===== src/inc/uaf_pkg.sv =====
// uaf_pkg: constants, types and register layout for the serial transceiver.
// assumes a single 200 MHz clock domain and a plain strobed register port.
package uaf_pkg;
   localparam int ADDR_W = 3;
   localparam int DATA_W = 16;
   // register word offsets
   localparam logic [2:0] ADDR_MODE = 3'h0;
   localparam logic [2:0] ADDR_STAT = 3'h1;
   localparam logic [2:0] ADDR_TXD = 3'h2;
   localparam logic [2:0] ADDR_RXD = 3'h3;
   localparam logic [2:0] ADDR_BRG = 3'h4;
   // mode_register fields
   localparam int MODE_EN = 15;
   localparam int MODE_PD_HI = 2;
   localparam int MODE_PD_LO = 1;
   localparam int MODE_STOP = 0;
   // status_register fields
   localparam int ST_TXISEL = 15;
   localparam int ST_BRK = 11;
   localparam int ST_TXEN = 10;
   localparam int ST_TXBF = 9;
   localparam int ST_TX_SHIFT_EMPTY = 8;
   localparam int ST_RXISEL_HI = 7;
   localparam int ST_RXISEL_LO = 6;
   localparam int ST_ADDRESS_DETECT_ENABLE = 5;
   localparam int ST_RX_IDLE_FLAG = 4;
   localparam int ST_PARITY_ERROR = 3;
   localparam int ST_FRAMING_ERROR = 2;
   localparam int ST_RX_OVERRUN = 1;
   localparam int ST_RXDA = 0;
   // reset values
   localparam logic [15:0] BRG_RST = 16'h0000;
   // fifo geometry
   localparam logic [2:0] FIFO_FULL = 3'h4;
   localparam logic [2:0] FIFO_THREE = 3'h3;
   localparam logic [2:0] FIFO_ONE = 3'h1;
   // oversampling: sixteen ticks per bit
   localparam logic [3:0] OVS_LAST = 4'hf;
   localparam logic [3:0] OVS_MID = 4'h7;
   // frame lengths in bits: start + 8 data + 1 stop
   localparam logic [3:0] FRAME_BASE = 4'ha;
   localparam logic [3:0] NBITS_8 = 4'h8;

   typedef enum logic [1:0] {
      PD_8N = 2'b00,
      PD_8E = 2'b01,
      PD_8O = 2'b10,
      PD_9N = 2'b11
   } uaf_data_parity_select_e;

   typedef enum logic [1:0] {
      RXI_ANY0 = 2'b00,
      RXI_ANY1 = 2'b01,
      RXI_THREE = 2'b10,
      RXI_FULL = 2'b11
   } uaf_rxisel_e;

   typedef enum logic [1:0] {
      RX_IDLE = 2'b00,
      RX_START = 2'b01,
      RX_DATA = 2'b10,
      RX_STOP = 2'b11
   } uaf_rx_e;

   typedef struct packed {
      logic parity_error;
      logic framing_error;
      logic [8:0] data;
   } uaf_rxw_s;

   typedef struct packed {
      logic [2:0] addr;
      logic [15:0] wdata;
      logic wr;
      logic rd;
   } uaf_bus_s;
endpackage


===== src/logic/uaf_uart.sv =====
// uaf_uart: full-duplex async serial transceiver with 4-word fifos each way.
// assumes the register master keeps one-cycle strobes, never both at once,
// and that serial_in comes from outside and must be synchronised.
// How it works
// - enabled module drives line, idles high
// - reset leaves disabled; disable empties fifos, counter
// - disable clears flags, sets idle flags, keeps config
// - disable aborts traffic; re-enable keeps configuration
// - frame 8 bits with parity, or 9
// - reset format is 8N1
// - enable bit 15, transmit enable bit 10
// - written byte loads shifter, starts next clock
// - tx enable late starts stream from clear
// - tx fifo 9x4, full flag bit 9
// - write to full tx fifo dropped
// - device reset empties both fifos
// - tx event per move, or when emptied
// - break forces line low always
// - break never raises tx event
// - rx read pops, updates error flags
// - rx fifo four words, available bit 0
// - empty rx read returns stale, no pop
// - rx event on every, three, or full
// - bit rate clock over sixteen(divisor+1)
// - zero stop sample sets framing error
// - rx idle low during a frame
`timescale 1ns/1ps
module uaf_uart
   import uaf_pkg::*;
(
   // clock and reset
   input wire logic clk_in,
   input wire logic rst_n_in,
   // register port
   input wire uaf_bus_s bus_in,
   output logic [DATA_W-1:0] rdata_out,
   // serial line
   input wire logic serial_in,
   output logic serial_out,
   output logic serial_out_oe_out,
   // event edges
   output logic tx_irq_out,
   output logic rx_irq_out
);

   function automatic logic par_even(input logic [7:0] d);
      return ^d;
   endfunction

   // configuration and control
   logic module_enable;
   uaf_data_parity_select_e data_parity_select;
   logic stop_bits_select;
   logic [15:0] baud_divisor;
   logic tx_irq_select;
   uaf_rxisel_e rx_irq_select;
   logic address_detect_enable;
   logic transmit_enable;
   logic send_break;
   logic rx_overrun;
   logic alive;

   logic wr_mode, wr_stat, wr_txd, wr_brg, rd_rxd;
   assign wr_mode = bus_in.wr && bus_in.addr == ADDR_MODE;
   assign wr_stat = bus_in.wr && bus_in.addr == ADDR_STAT;
   assign wr_txd = bus_in.wr && bus_in.addr == ADDR_TXD;
   assign wr_brg = bus_in.wr && bus_in.addr == ADDR_BRG;
   assign rd_rxd = bus_in.rd && bus_in.addr == ADDR_RXD;
   // datapath state is held clear by reset or disable
   assign alive = rst_n_in && module_enable;

   always_ff @(posedge clk_in) begin
      if (!rst_n_in) begin
         module_enable <= 1'b0;
         data_parity_select <= PD_8N;
         stop_bits_select <= 1'b0;
         baud_divisor <= BRG_RST;
      end else begin
         if (wr_mode) begin
            module_enable <= bus_in.wdata[MODE_EN];
            data_parity_select <= uaf_data_parity_select_e'(bus_in.wdata[MODE_PD_HI:MODE_PD_LO]);
            stop_bits_select <= bus_in.wdata[MODE_STOP];
         end
         if (wr_brg) begin
            baud_divisor <= bus_in.wdata;
         end
      end
   end

   // interrupt selects survive disable
   always_ff @(posedge clk_in) begin
      if (!rst_n_in) begin
         tx_irq_select <= 1'b0;
         rx_irq_select <= RXI_ANY0;
         address_detect_enable <= 1'b0;
      end else if (wr_stat) begin
         tx_irq_select <= bus_in.wdata[ST_TXISEL];
         rx_irq_select <= uaf_rxisel_e'(bus_in.wdata[ST_RXISEL_HI:ST_RXISEL_LO]);
         address_detect_enable <= bus_in.wdata[ST_ADDRESS_DETECT_ENABLE];
      end
   end

   always_ff @(posedge clk_in) begin
      if (!alive) begin
         transmit_enable <= 1'b0;
         send_break <= 1'b0;
      end else if (wr_stat) begin
         transmit_enable <= bus_in.wdata[ST_TXEN];
         send_break <= bus_in.wdata[ST_BRK];
      end
   end

   // baud tick: one pulse per 1/16 bit
   logic [15:0] brg_cnt;
   logic tick16;
   assign tick16 = brg_cnt == baud_divisor;
   always_ff @(posedge clk_in) begin
      if (!alive || tick16) begin
         brg_cnt <= 16'h0000;
      end else begin
         brg_cnt <= brg_cnt + 16'h0001;
      end
   end

   // transmit fifo
   logic [8:0] tx_fifo [4];
   logic [1:0] tx_wp, tx_rp;
   logic [2:0] tx_cnt, next_tx_cnt;
   logic tx_push, tx_load, tx_busy;
   logic [11:0] tx_frame;
   logic [3:0] tx_left, tx_sub;
   logic [8:0] tx_head;

   assign tx_head = tx_fifo[tx_rp];
   assign tx_busy = tx_left != 4'h0;
   assign tx_push = alive && wr_txd && tx_cnt != FIFO_FULL;
   // break holds off loads so a break character never raises a tx event
   assign tx_load = alive && transmit_enable && !send_break && !tx_busy
      && tx_cnt != 3'h0;
   assign next_tx_cnt = tx_cnt + {2'b00, tx_push} - {2'b00, tx_load};

   always_ff @(posedge clk_in) begin
      if (!alive) begin
         tx_wp <= 2'b00;
         tx_rp <= 2'b00;
         tx_cnt <= 3'h0;
      end else begin
         if (tx_push) begin
            tx_wp <= tx_wp + 2'b01;
         end
         if (tx_load) begin
            tx_rp <= tx_rp + 2'b01;
         end
         tx_cnt <= next_tx_cnt;
      end
   end

   always_ff @(posedge clk_in) begin
      if (tx_push) begin
         tx_fifo[tx_wp] <= bus_in.wdata[8:0];
      end
   end

   // transmit shifter; idle shifter keeps sub-count clear so a late enable starts at once
   always_ff @(posedge clk_in) begin
      if (!alive) begin
         tx_left <= 4'h0;
         tx_sub <= 4'h0;
         tx_frame <= '1;
      end else if (tx_load) begin
         tx_sub <= 4'h0;
         tx_left <= FRAME_BASE + {3'b000, data_parity_select != PD_8N}
            + {3'b000, stop_bits_select};
         unique case (data_parity_select)
            PD_8N: tx_frame <= {3'b111, tx_head[7:0], 1'b0};
            PD_8E: tx_frame <= {2'b11, par_even(tx_head[7:0]), tx_head[7:0], 1'b0};
            PD_8O: tx_frame <= {2'b11, ~par_even(tx_head[7:0]), tx_head[7:0], 1'b0};
            PD_9N: tx_frame <= {2'b11, tx_head, 1'b0};
         endcase
      end else if (tx_busy && tick16) begin
         tx_sub <= tx_sub + 4'h1;
         if (tx_sub == OVS_LAST) begin
            tx_frame <= {1'b1, tx_frame[11:1]};
            tx_left <= tx_left - 4'h1;
         end
      end
   end

   always_comb begin
      if (!module_enable) begin
         serial_out = 1'b1;
      end else if (send_break) begin
         serial_out = 1'b0;
      end else begin
         serial_out = tx_busy ? tx_frame[0] : 1'b1;
      end
   end
   assign serial_out_oe_out = module_enable;

   always_ff @(posedge clk_in) begin
      if (!alive) begin
         tx_irq_out <= 1'b0;
      end else begin
         tx_irq_out <= tx_load && (!tx_irq_select || next_tx_cnt == 3'h0);
      end
   end

   // receiver
   logic rx_meta, rx_line, rx_prev;
   uaf_rx_e rx_state;
   logic [3:0] rx_sub, rx_bits, rx_nbits;
   logic [8:0] rx_shift;
   logic rx_framing_error, rx_stop2, rx_end, rx_push;
   uaf_rxw_s rx_word;
   uaf_rxw_s rx_fifo [4];
   logic [1:0] rx_wp, rx_rp;
   logic [2:0] rx_cnt, next_rx_cnt;
   logic rx_pop;
   uaf_rxw_s rx_head;

   always_ff @(posedge clk_in) begin
      if (!rst_n_in) begin
         rx_meta <= 1'b1;
         rx_line <= 1'b1;
      end else begin
         rx_meta <= serial_in;
         rx_line <= rx_meta;
      end
   end

   assign rx_nbits = NBITS_8 + {3'b000, data_parity_select != PD_8N};
   assign rx_end = rx_state == RX_STOP && tick16 && rx_sub == OVS_LAST
      && (rx_stop2 || !stop_bits_select);
   assign rx_push = rx_end && rx_cnt != FIFO_FULL;
   assign rx_pop = rd_rxd && rx_cnt != 3'h0;
   assign next_rx_cnt = rx_cnt + {2'b00, rx_push} - {2'b00, rx_pop};
   assign rx_head = rx_fifo[rx_rp];

   always_comb begin
      rx_word.framing_error = rx_framing_error || !rx_line;
      unique case (data_parity_select)
         PD_8N: begin
            rx_word.data = {1'b0, rx_shift[8:1]};
            rx_word.parity_error = 1'b0;
         end
         PD_8E: begin
            rx_word.data = {1'b0, rx_shift[7:0]};
            rx_word.parity_error = par_even(rx_shift[7:0]) != rx_shift[8];
         end
         PD_8O: begin
            rx_word.data = {1'b0, rx_shift[7:0]};
            rx_word.parity_error = par_even(rx_shift[7:0]) == rx_shift[8];
         end
         PD_9N: begin
            rx_word.data = rx_shift;
            rx_word.parity_error = 1'b0;
         end
      endcase
   end

   // samples taken at mid-bit on the 16x tick
   always_ff @(posedge clk_in) begin
      if (!alive) begin
         rx_state <= RX_IDLE;
         rx_sub <= 4'h0;
         rx_bits <= 4'h0;
         rx_shift <= 9'h000;
         rx_framing_error <= 1'b0;
         rx_stop2 <= 1'b0;
         rx_prev <= 1'b1;
      end else if (tick16) begin
         rx_prev <= rx_line;
         rx_sub <= rx_sub + 4'h1;
         unique case (rx_state)
            RX_IDLE: begin
               rx_sub <= 4'h0;
               // edge needed, so a held break line is not a new start
               if (rx_prev && !rx_line && !rx_overrun) begin
                  rx_state <= RX_START;
               end
            end
            RX_START: begin
               if (rx_sub == OVS_MID) begin
                  rx_sub <= 4'h0;
                  rx_bits <= 4'h0;
                  rx_state <= rx_line ? RX_IDLE : RX_DATA;
               end
            end
            RX_DATA: begin
               if (rx_sub == OVS_LAST) begin
                  rx_shift <= {rx_line, rx_shift[8:1]};
                  rx_bits <= rx_bits + 4'h1;
                  if (rx_bits + 4'h1 == rx_nbits) begin
                     rx_state <= RX_STOP;
                     rx_framing_error <= 1'b0;
                     rx_stop2 <= 1'b0;
                  end
               end
            end
            RX_STOP: begin
               if (rx_sub == OVS_LAST) begin
                  rx_framing_error <= rx_word.framing_error;
                  rx_stop2 <= 1'b1;
                  if (rx_end) begin
                     rx_state <= RX_IDLE;
                  end
               end
            end
         endcase
      end
   end

   always_ff @(posedge clk_in) begin
      if (!alive) begin
         rx_wp <= 2'b00;
         rx_rp <= 2'b00;
         rx_cnt <= 3'h0;
      end else begin
         if (rx_push) begin
            rx_wp <= rx_wp + 2'b01;
         end
         if (rx_pop) begin
            rx_rp <= rx_rp + 2'b01;
         end
         rx_cnt <= next_rx_cnt;
      end
   end

   always_ff @(posedge clk_in) begin
      if (rx_push) begin
         rx_fifo[rx_wp] <= rx_word;
      end
   end

   // overrun: a new frame set beats a software clear in the same cycle
   always_ff @(posedge clk_in) begin
      if (!alive) begin
         rx_overrun <= 1'b0;
      end else if (rx_end && rx_cnt == FIFO_FULL) begin
         rx_overrun <= 1'b1;
      end else if (wr_stat && !bus_in.wdata[ST_RX_OVERRUN]) begin
         rx_overrun <= 1'b0;
      end
   end

   always_ff @(posedge clk_in) begin
      if (!alive) begin
         rx_irq_out <= 1'b0;
      end else begin
         unique case (rx_irq_select)
            RXI_ANY0, RXI_ANY1: rx_irq_out <= rx_push;
            RXI_THREE: rx_irq_out <= rx_push && next_rx_cnt == FIFO_THREE;
            RXI_FULL: rx_irq_out <= rx_push && next_rx_cnt == FIFO_FULL;
         endcase
      end
   end

   // read data, one cycle after the strobe
   logic [15:0] stat_word;
   always_comb begin
      stat_word = 16'h0000;
      stat_word[ST_TXISEL] = tx_irq_select;
      stat_word[ST_BRK] = send_break;
      stat_word[ST_TXEN] = transmit_enable;
      stat_word[ST_TXBF] = tx_cnt == FIFO_FULL;
      stat_word[ST_TX_SHIFT_EMPTY] = !tx_busy;
      stat_word[ST_RXISEL_HI:ST_RXISEL_LO] = rx_irq_select;
      stat_word[ST_ADDRESS_DETECT_ENABLE] = address_detect_enable;
      stat_word[ST_RX_IDLE_FLAG] = rx_state == RX_IDLE;
      stat_word[ST_PARITY_ERROR] = rx_cnt != 3'h0 && rx_head.parity_error;
      stat_word[ST_FRAMING_ERROR] = rx_cnt != 3'h0 && rx_head.framing_error;
      stat_word[ST_RX_OVERRUN] = rx_overrun;
      stat_word[ST_RXDA] = rx_cnt != 3'h0;
   end

   always_ff @(posedge clk_in) begin
      if (!rst_n_in) begin
         rdata_out <= 16'h0000;
      end else if (bus_in.rd) begin
         unique case (bus_in.addr)
            ADDR_MODE: rdata_out <= {module_enable, 12'h000, data_parity_select,
               stop_bits_select};
            ADDR_STAT: rdata_out <= stat_word;
            ADDR_RXD: rdata_out <= {7'h00, rx_head.data};
            ADDR_BRG: rdata_out <= baud_divisor;
            default: rdata_out <= 16'h0000;
         endcase
      end else begin
         rdata_out <= 16'h0000;
      end
   end
endmodule


===== config.mk =====
export PLATFORM = sky130hd
export DESIGN_NAME = uaf_uart
export DESIGN_NICKNAME = d
export VERILOG_FILES = /design/src/inc/uaf_pkg.sv /design/src/logic/uaf_uart.sv
export SDC_FILE = /design/constraint.sdc
export NUM_CORES = 1
export LEC_CHECK = 0
export BUFFER_PORTS_ARGS = -buffer_cell sky130_fd_sc_hd__buf_2
export CORE_AREA = 3 3 143 145
export CTS_CLUSTER_DIAMETER = 100
export DETAILED_ROUTE_END_ITERATION = 10
export DIE_AREA = 0 0 146 148
export GPL_ROUTABILITY_DRIVEN = 0
export SYNTH_ARGS = -nofsm -noshare
export SYNTH_HDL_FRONTEND = slang
export SYNTH_SLANG_ARGS = --single-unit

===== constraint.sdc =====
create_clock -name clk_in -period 4 [get_ports clk_in]
set_input_delay 0.8 -clock clk_in [delete_from_list [all_inputs] [get_ports clk_in]]
set_output_delay 0.8 -clock clk_in [all_outputs]
set_load 0.05 [all_outputs]

==> results of run 1 <==
final cells by class:
type / count / area share
timing repair buffer: 53 / 0.0294
clock inverter: 14 / 0.0138
tap: 265 / 0.0335
sequential: 201 / 0.488
clock buffer: 28 / 0.0601
inverter: 21 / 0.00798
multi-input combinational: 522 / 0.367
per-stage QoR:
step | setup slack [ns] | utilization | cells | power, mW | area, µm²
final | 0.714 | 0.511 | 1104 | 4.28 | 9880
after global routing | 0.523 | 0.511 | 1104 | 4.44 | 9880
after CTS | 0.695 | 0.511 | 1104 | 4.33 | 9880
after floorplan | 0.580 | - | 781 | 2.25 | 8670
after detailed placement | 0.518 | 0.473 | 1062 | 2.31 | 9150
after global placement | 0.678 | 0.473 | 1062 | 2.30 | 9150
routing by layer:
layer | track usage | up-vias
met5 | 0 | -
met4 | 0.0527 | 0
met3 | 0.0291 | 32
met2 | 0.307 | 115
met1 | 0.228 | 2819
li1 | - | 2824
cells by family after synthesis:
group | synth area share
simple gates | 0.151
flops | 0.556
compound gates | 0.0817
xor+xnor | 0.0636
buf+inv | 0.0254
mux | 0.0856
fa+ha+maj | 0.0364
final timing paths:
kind                 to  slack, ns  depth (start not counted)
max          rx_irq_out       0.71                         12
max reg2reg  rx_irq_out       0.71                         12
min             rx_line       0.41                          1
min reg2reg     rx_line       0.41                          1
flip-flops by register name, summed over array words and instances (netlist names), 3 cells and up, named ones only:
signal	flops
tx_frame	10
rdata_out	16
baud_divisor	16
brg_cnt	16
rx_bits	4
tx_sub	4
tx_cnt	3
tx_left	4
rx_cnt	3
tx_fifo	36
rx_fifo	44
rx_sub	4
rx_shift	9
power groups by stage:
stage          combinational, mW  sequential [mW]  clock [mW]
3_3_place_gp               0.123             2.18           0
2_1_floorplan             0.0706             2.18           0
4_1_cts                    0.126             2.13        2.07
5_1_grt                    0.137             2.13        2.17
3_5_place_dp               0.126             2.18           0
6_report                   0.125             2.13        2.02
layout by cell type (no fill, tap or decap), drive strengths merged, types with 14 or more instances in the layout:
cell type / netlist / routed
edfxtp: 80 / 80
ha: 22 / 22
nor2: 86 / 86
xnor2: 33 / 33
a21oi: 26 / 26
nand2: 76 / 76
nand3: 14 / 14
inv: 21 / 23
dfxtp: 121 / 121
a21boi: 16 / 16
mux4: 20 / 20
clkbuf: 31 / 28
mux2i: 28 / 28
and2: 15 / 15
o21ai: 30 / 30
xor2: 30 / 30
buf: 6 / 53
==> results.toml, run 1 <==
[run_status]
status = "complete, no violations"

[synthesis]
synth_seq_cells = 201
synth_area_um2 = 8670
synth_ff_type = "dfxtp_1"
synth_cell_types = 47
async_reset_ff_frac = 0
synth_cells = 781
syn_nets = 829
synthTopCellsByCount = "121 x dfxtp_1, 86 x nor2_1, 80 x edfxtp_1"
synth_edf_count = 80
yosysMostFrequentCell = "dfxtp_1"
yosysSeqAreaShare = 0.556
synth.area.top_cells = "dfxtp_1 28%, edfxtp_1 28%, mux4_2 5.2%, nor2_1 3.7%, xnor2_1 3.3%"
ys_warn_count = 0
synth_top_area_share = 0.279
syn_avg_cell_area_um2 = 11.1
yosysTopAreaCell = "dfxtp_1"

[power_and_ir_drop]
vdd_drop_max_mv = 0.263
power.leakage_nw = 3.41
p_seq_frac = 0.499
pwr_density_cell_nw_per_um2 = 433
p_int_mw = 3.36
swShare = 0.215
power.switching_uw = 919
p_comb_frac = 0.029
power_frac_clock = 0.472

[setup_path]
critPathMaxStageDelay_ns = 0.55
path_buf_inv = 1
critPathArrivalTime_ns = 3.75
critPathKind = "reg2reg"
start_kind = "register"
crit_start = "brg_cnt[13]"
r2r_start = "brg_cnt[13]"
cp_common_cell = "xor2_1"
cp-end-kind = "register"
cp_top_family = "simple AND/OR/NAND/NOR gates"
crit_fanout = 8
crit_required_ns = 4.46
worst_path_max_delay_cell = "nor4_4"
crit_chain = "xor2_1 > nor4_1 > nand4_1 > nor4_4 > ha_1 > inv_1 > fa_1 > xor2_1 > xnor2_1 > nand3_1 > o311ai_0 > and3_1"

[sta]
setup_viol = 0
fin_setup_tns_ns = 0
period_share = 0.821
final_max_slew_viol_count = 0
period_needed_ns = 3.29
timing.hold.ws_ns = 0.408
hold_violations = 0
fmax_mhz = 304
tightest_slew_ns = 0.931
max_slew_margin = 0.377
fin_worst_skew_ns = 0.0203
rsz0062_at_grt = "no"

[drt]
drtAntennaViolNets = 0
top_layer = "met4"
vias_per_cell = 5.24
route.detailed.drc = 0
met1_length_um = 8540
dr.pass1.iters = 5
drt-total-wl_um = 19200
wl_met2_um = 9500
vias = 5790
drt_first_iter_violations = 301
route.met3.wl_um = 731
wire_per_inst_um = 17.4

[hold_path]
holdCritStartpoint = "rx_meta"
hold_class = "reg2reg"

[clocking]
clk_latency_ns = 0.52
cts_resized = 0
htree_levels = 1
cts_buffers = 23
cts.sink_count = 201
cts_setup_buffers = 0
clk_path_buf_depth = 3
cts_tree = "built"
clk_pin_slew_worst_paths_ns = 0.06
cts_root_buffer = "clkbuf_16"
cts.hold.buffers_added = 0

[floorplan]
floorplan.initialDensity = 0.449
chipWidth_um = 146
io_pins = 44
rows = 51
core_um2 = 19300
die_h_um = 148
dieArea_um2 = 21600

[place]
portBuffers = 43
hpwl_um = 13700

[cells_and_area]
layout-drive-gt1-share = 0.135
multi_input_area_um2 = 3630
regArea_um2 = 4820
n_antenna_cell = 0
nets = 870
nFillCells = 1731
area_delta_synth_final_pct = 14.0

[flow_run]
max_cap_violations = 0

[global_route]
antenna_found_initial = 0
grt.overflow.total = 0
grt_pass1_vias = 5927
grt_pass1_wl_um = 31000
grt_usage = 0.176
grt_max_degree = 34
No activity file was read; power rests on OpenSTA's default activity.
==> run 2: changes to the inputs <==
clock period = 3.2 ns   (was 4 ns; I/O delays follow)
==> results.toml, run 2 (synthesis results as in run 1) <==
[run_status]
status = "complete, no violations"

[sta]
fin_worst_skew_ns = 0.0243
hold_violations = 0
period_needed_ns = 2.95
fmax_mhz = 339
tightest_slew_ns = 0.886
setup_viol = 0
final_max_slew_viol_count = 0
period_share = 0.923
rsz0062_at_grt = "no"
max_slew_margin = 0.405

[clocking]
clk_latency_ns = 0.51
cts_buffers = 22
cts_root_buffer = "clkbuf_16"
cts_tree = "built"
cts_resized = 0
cts.hold.buffers_added = 0
htree_levels = 1
cts.sink_count = 201
clk_path_buf_depth = 3
clk_pin_slew_worst_paths_ns = 0.06
cts_setup_buffers = 0

[setup_path]
crit_fanout = 3
crit_chain = "xor2_1 > nor4_1 > nand4_1 > nor4_4 > ha_1 > inv_1 > fa_1 > xor2_1 > xnor2_1 > o311ai_0 > and3_1"
crit_required_ns = 3.65
path_buf_inv = 1
start_kind = "register"
cp_common_cell = "xor2_1"
critPathKind = "reg2reg"
critPathArrivalTime_ns = 3.40
cp_top_family = "simple AND/OR/NAND/NOR gates"
worst_path_max_delay_cell = "fa_1"
critPathMaxStageDelay_ns = 0.38
cp-end-kind = "register"

[cells_and_area]
final_common_cell = "dfxtp_1"
most-common-layout-cells = "121 x dfxtp_1, 86 x nor2_1, 80 x edfxtp_1, 76 x nand2_1, 43 x buf_2"
regMostFlops = "rx_fifo"
n_antenna_cell = 0
area_delta_synth_final_pct = 13.5
final_util = 0.509
layout-drive-gt1-share = 0.135
biggestRegsByFlops = "rx_fifo x44, tx_fifo x36"
design_area_um2 = 9840
nets = 875
largest_register_ffs = 44
final_cells = 1108

[global_route]
grt_pass1_wl_um = 31400
grt_pass1_vias = 6072
antenna_found_initial = 0
grt_usage = 0.180
grt_max_degree = 34
grt.overflow.total = 0

[drt]
drtAntennaViolNets = 0
drt_first_iter_violations = 351
wire_per_inst_um = 17.7
vias = 5829
route.detailed.drc = 0
dr.pass1.iters = 5
drt-total-wl_um = 19600
vias_per_cell = 5.26

[floorplan]
floorplan.initialDensity = 0.449
core_um2 = 19300
rows = 51
dieArea_um2 = 21600
die_h_um = 148
io_pins = 44
chipWidth_um = 146

[place]
place_area_um2 = 9200
dp.cells = 1068
portBuffers = 43
hpwl_um = 14100

[power_and_ir_drop]
power.leakage_nw = 3.40
pwr_density_cell_nw_per_um2 = 517
vdd_drop_max_mv = 0.366
power.total_mw = 5.09

[hold_path]
hold_class = "in2reg"

[flow_run]
max_cap_violations = 0
[run 2: changes by cell type in the layout (fill, tap and decap cells not counted), sizes merged]
cell,previous run,this run
buf,53,59
bufinv,2,0
clkbuf,28,33
clkinvlp,3,2
inv,23,21
clkinv,7,5
[run 2: path summary, 6_finish.rpt]
check / startpoint / end / slack (ns) / cells after the start
worst max-delay path: baud_divisor[7] / rx_irq_out / 0.25 / 11
worst min-delay path: serial_in / rx_meta / 0.34 / 2
worst max register to register: baud_divisor[7] / rx_irq_out / 0.25 / 11
worst min register to register: rx_meta / rx_line / 0.40 / 1
[run 2: worst reg2reg max path: stages, from the launching register on]
cell,delay (ns)
dfxtp_1,0.34
xor2_1,0.17
nor4_1,0.31
nand4_1,0.30
nor4_4,0.33
ha_1,0.20
inv_1,0.05
fa_1,0.38
xor2_1,0.17
xnor2_1,0.16
o311ai_0,0.31
and3_1,0.19
[run 2: layer usage]
layer  track usage  routed length [µm]  vias to the layer above
li1              -                   -                     2833
met1         0.228                8510                     2837
met2         0.320                9800                      121
met3        0.0276                 705                       38
met4        0.0569                 557                        0
met5             0                   0                        -
[run 2: final cells by class]
class | instances | area [µm²]
Timing Repair Buffer | 59 | 335
Fill cell | 1732 | 9490
Clock inverter | 7 | 48.8
Multi-Input combinational cell | 522 | 3630
Clock buffer | 33 | 592
Inverter | 21 | 78.8
Sequential cell | 201 | 4820
Tap cell | 265 | 332
[run 2: power by group]
part           internal (mW)  total (mW)  switching [mW]
clock network           1.28        2.26           0.974
registers               2.66        2.67         0.00895
logic                 0.0489       0.160           0.111
total                   3.99        5.09            1.09
[run 2: metrics by stage]
| step | worst slack [ns] | hold slack (ns) | TNS [ns] |
|---|---|---|---|
| final | 0.248 | 0.344 | 0 |
| after global routing | 0.0725 | 0.347 | 0 |
| after CTS | 0.272 | 0.325 | 0 |
| after detailed placement | 0.183 | 0.397 | 0 |
| after global placement | 0.300 | 0.390 | 0 |
| after floorplan | -0.0172 | 0.386 | -0.0172 |
==> run 3: changes to the inputs <==
CELL_PAD_IN_SITES_DETAIL_PLACEMENT = 0   (was not set)
CELL_PAD_IN_SITES_GLOBAL_PLACEMENT = 2   (was not set)
CORE_AREA = 3 3 150 152   (was 3 3 143 145)
DIE_AREA = 0 0 153 155   (was 0 0 146 148)
PLACE_DENSITY_LB_ADDON = 0.1   (was not set)
==> results.toml, run 3 (synthesis results as in run 1) <==
[clocking]
cts_tree = "built"
cts_buffers = 24
cts.sink_count = 201
clk_latency_ns = 0.51
clk_path_buf_depth = 3
htree_levels = 1
cts_root_buffer = "clkbuf_16"
clk_pin_slew_worst_paths_ns = 0.06

[sta]
fin_worst_skew_ns = 0.0152
period_share = 0.893
final_max_slew_viol_count = 0
fmax_mhz = 350
period_needed_ns = 2.86
hold_violations = 0
timing.hold.ws_ns = 0.331
fin_setup_tns_ns = 0
max_slew_margin = 0.483
tightest_slew_ns = 0.775
setup_viol = 0
layout_setup_ws_ns = 0.343
rsz0062_at_grt = "no"

[setup_path]
rr_worst_depth = 12
crit_required_ns = 3.65
critPathKind = "reg2reg"
regToRegSetupSlack_ns = 0.34
crit_fanout = 5
cp-end-kind = "register"
critPathArrivalTime_ns = 3.31
start_kind = "register"

[power_and_ir_drop]
power.leakage_nw = 3.47
swShare = 0.214
power.switching_mw = 1.16
power_frac_clock = 0.475
vdd_drop_max_mv = 0.316
power.total_mw = 5.41
pwr_density_cell_nw_per_um2 = 542
p_int_mw = 4.25
p_comb_frac = 0.032
p_seq_frac = 0.493

[cells_and_area]
most-common-layout-cells = "121 x dfxtp_1, 86 x nor2_1, 80 x edfxtp_1, 76 x nand2_1, 43 x buf_2"
n_antenna_cell = 0
regMostFlops = "rx_fifo"
largest_register_ffs = 44
area_delta_synth_final_pct = 15.2
multi_input_area_um2 = 3630
nFillCells = 1964
biggestRegsByFlops = "rx_fifo x44, tx_fifo x36"
regArea_um2 = 4820
final_util = 0.472
layout-drive-gt1-share = 0.147
final_common_cell = "dfxtp_1"
nets = 879

[global_route]
grt.overflow.total = 0
grt_pass1_wl_um = 33200
grt_pass1_vias = 5961
grt_usage = 0.174
antenna_found_initial = 2
grt_max_degree = 39

[floorplan]
io_pins = 44
chipWidth_um = 153
rows = 53
dieArea_um2 = 23700
core_um2 = 21200
floorplan.initialDensity = 0.410
die_h_um = 155

[place]
post-place-ws_ns = 0.122
hpwl_um = 14800
portBuffers = 43

[drt]
vias = 5865
drt_first_iter_violations = 251
drt-total-wl_um = 20700
dr.pass1.iters = 4
drtAntennaViolNets = 0
wire_per_inst_um = 18.5
route.detailed.drc = 0
vias_per_cell = 5.22

[hold_path]
hold_class = "in2reg"
hold_depth = 2

[run_status]
status = "complete, no violations"

[flow_run]
max_cap_violations = 0
-- run 3: cell count changes in the layout (fill, tap and decap cells not counted), moves of 2 or more --
cell,before,now
buf_4,16,18
clkbuf_1,11,8
clkbuf_16,22,25
clkbuf_8,0,4
clkinv_1,2,0
-- run 3: routing by layer --
layer | global-route usage | routed length (µm) | share of wire | up-vias
met5 | 0 | 23 | 0.0011 | -
met4 | 0.0560 | 603 | 0.029 | 4
met3 | 0.0312 | 797 | 0.038 | 40
met2 | 0.287 | 9800 | 0.47 | 111
met1 | 0.234 | 9520 | 0.46 | 2862
li1 | - | - | - | 2848
-- run 3: worst paths after layout --
path,from,end
hold reg to reg,rx_meta,rx_line
setup reg to reg,brg_cnt[3],rx_irq_out
hold / removal,serial_in,rx_meta
setup / recovery,brg_cnt[3],rx_irq_out
-- run 3: final cells by class --
cell class / instances / area share
Clock buffer: 38 / 0.0719
Clock inverter: 6 / 0.00376
Inverter: 21 / 0.00789
Multi-Input combinational cell: 522 / 0.364
Sequential cell: 201 / 0.483
Tap cell: 275 / 0.0345
Timing Repair Buffer: 61 / 0.0351
-- run 3: power by group through the flow --
stage	registers [mW]	logic [mW]	clock network, mW
floorplan	2.73	0.0887	0
global placement	2.72	0.169	0
detailed placement	2.72	0.169	0
finish	2.67	0.173	2.57
CTS	2.67	0.169	2.64
global route	2.67	0.187	2.73
-- run 3: critical path, stage by stage, from the launching register on --
cell and delay, ns:
dfxtp_1 0.43, xor2_1 0.09, nor4_1 0.30, nand4_1 0.13, buf_4 0.18, nor4_4 0.22
ha_1 0.18, inv_1 0.05, fa_1 0.37, xor2_1 0.16, xnor2_1 0.17, o311ai_0 0.33
and3_1 0.19
-- run 3: metrics by stage --
| step | std cells | instance area (µm²) |
|---|---|---|
| final | 1124 | 9990 |
| after global routing | 1124 | 9990 |
| after CTS | 1123 | 9980 |
| after detailed placement | 1079 | 9220 |
| after global placement | 1079 | 9220 |
| after floorplan | 781 | 8680 |
-- run 3: repair_timing --
item	in CTS	in global routing
resized for setup	0	0
setup endpoints to repair	0	1
buffers inserted	0	1
hold buffers	0	0
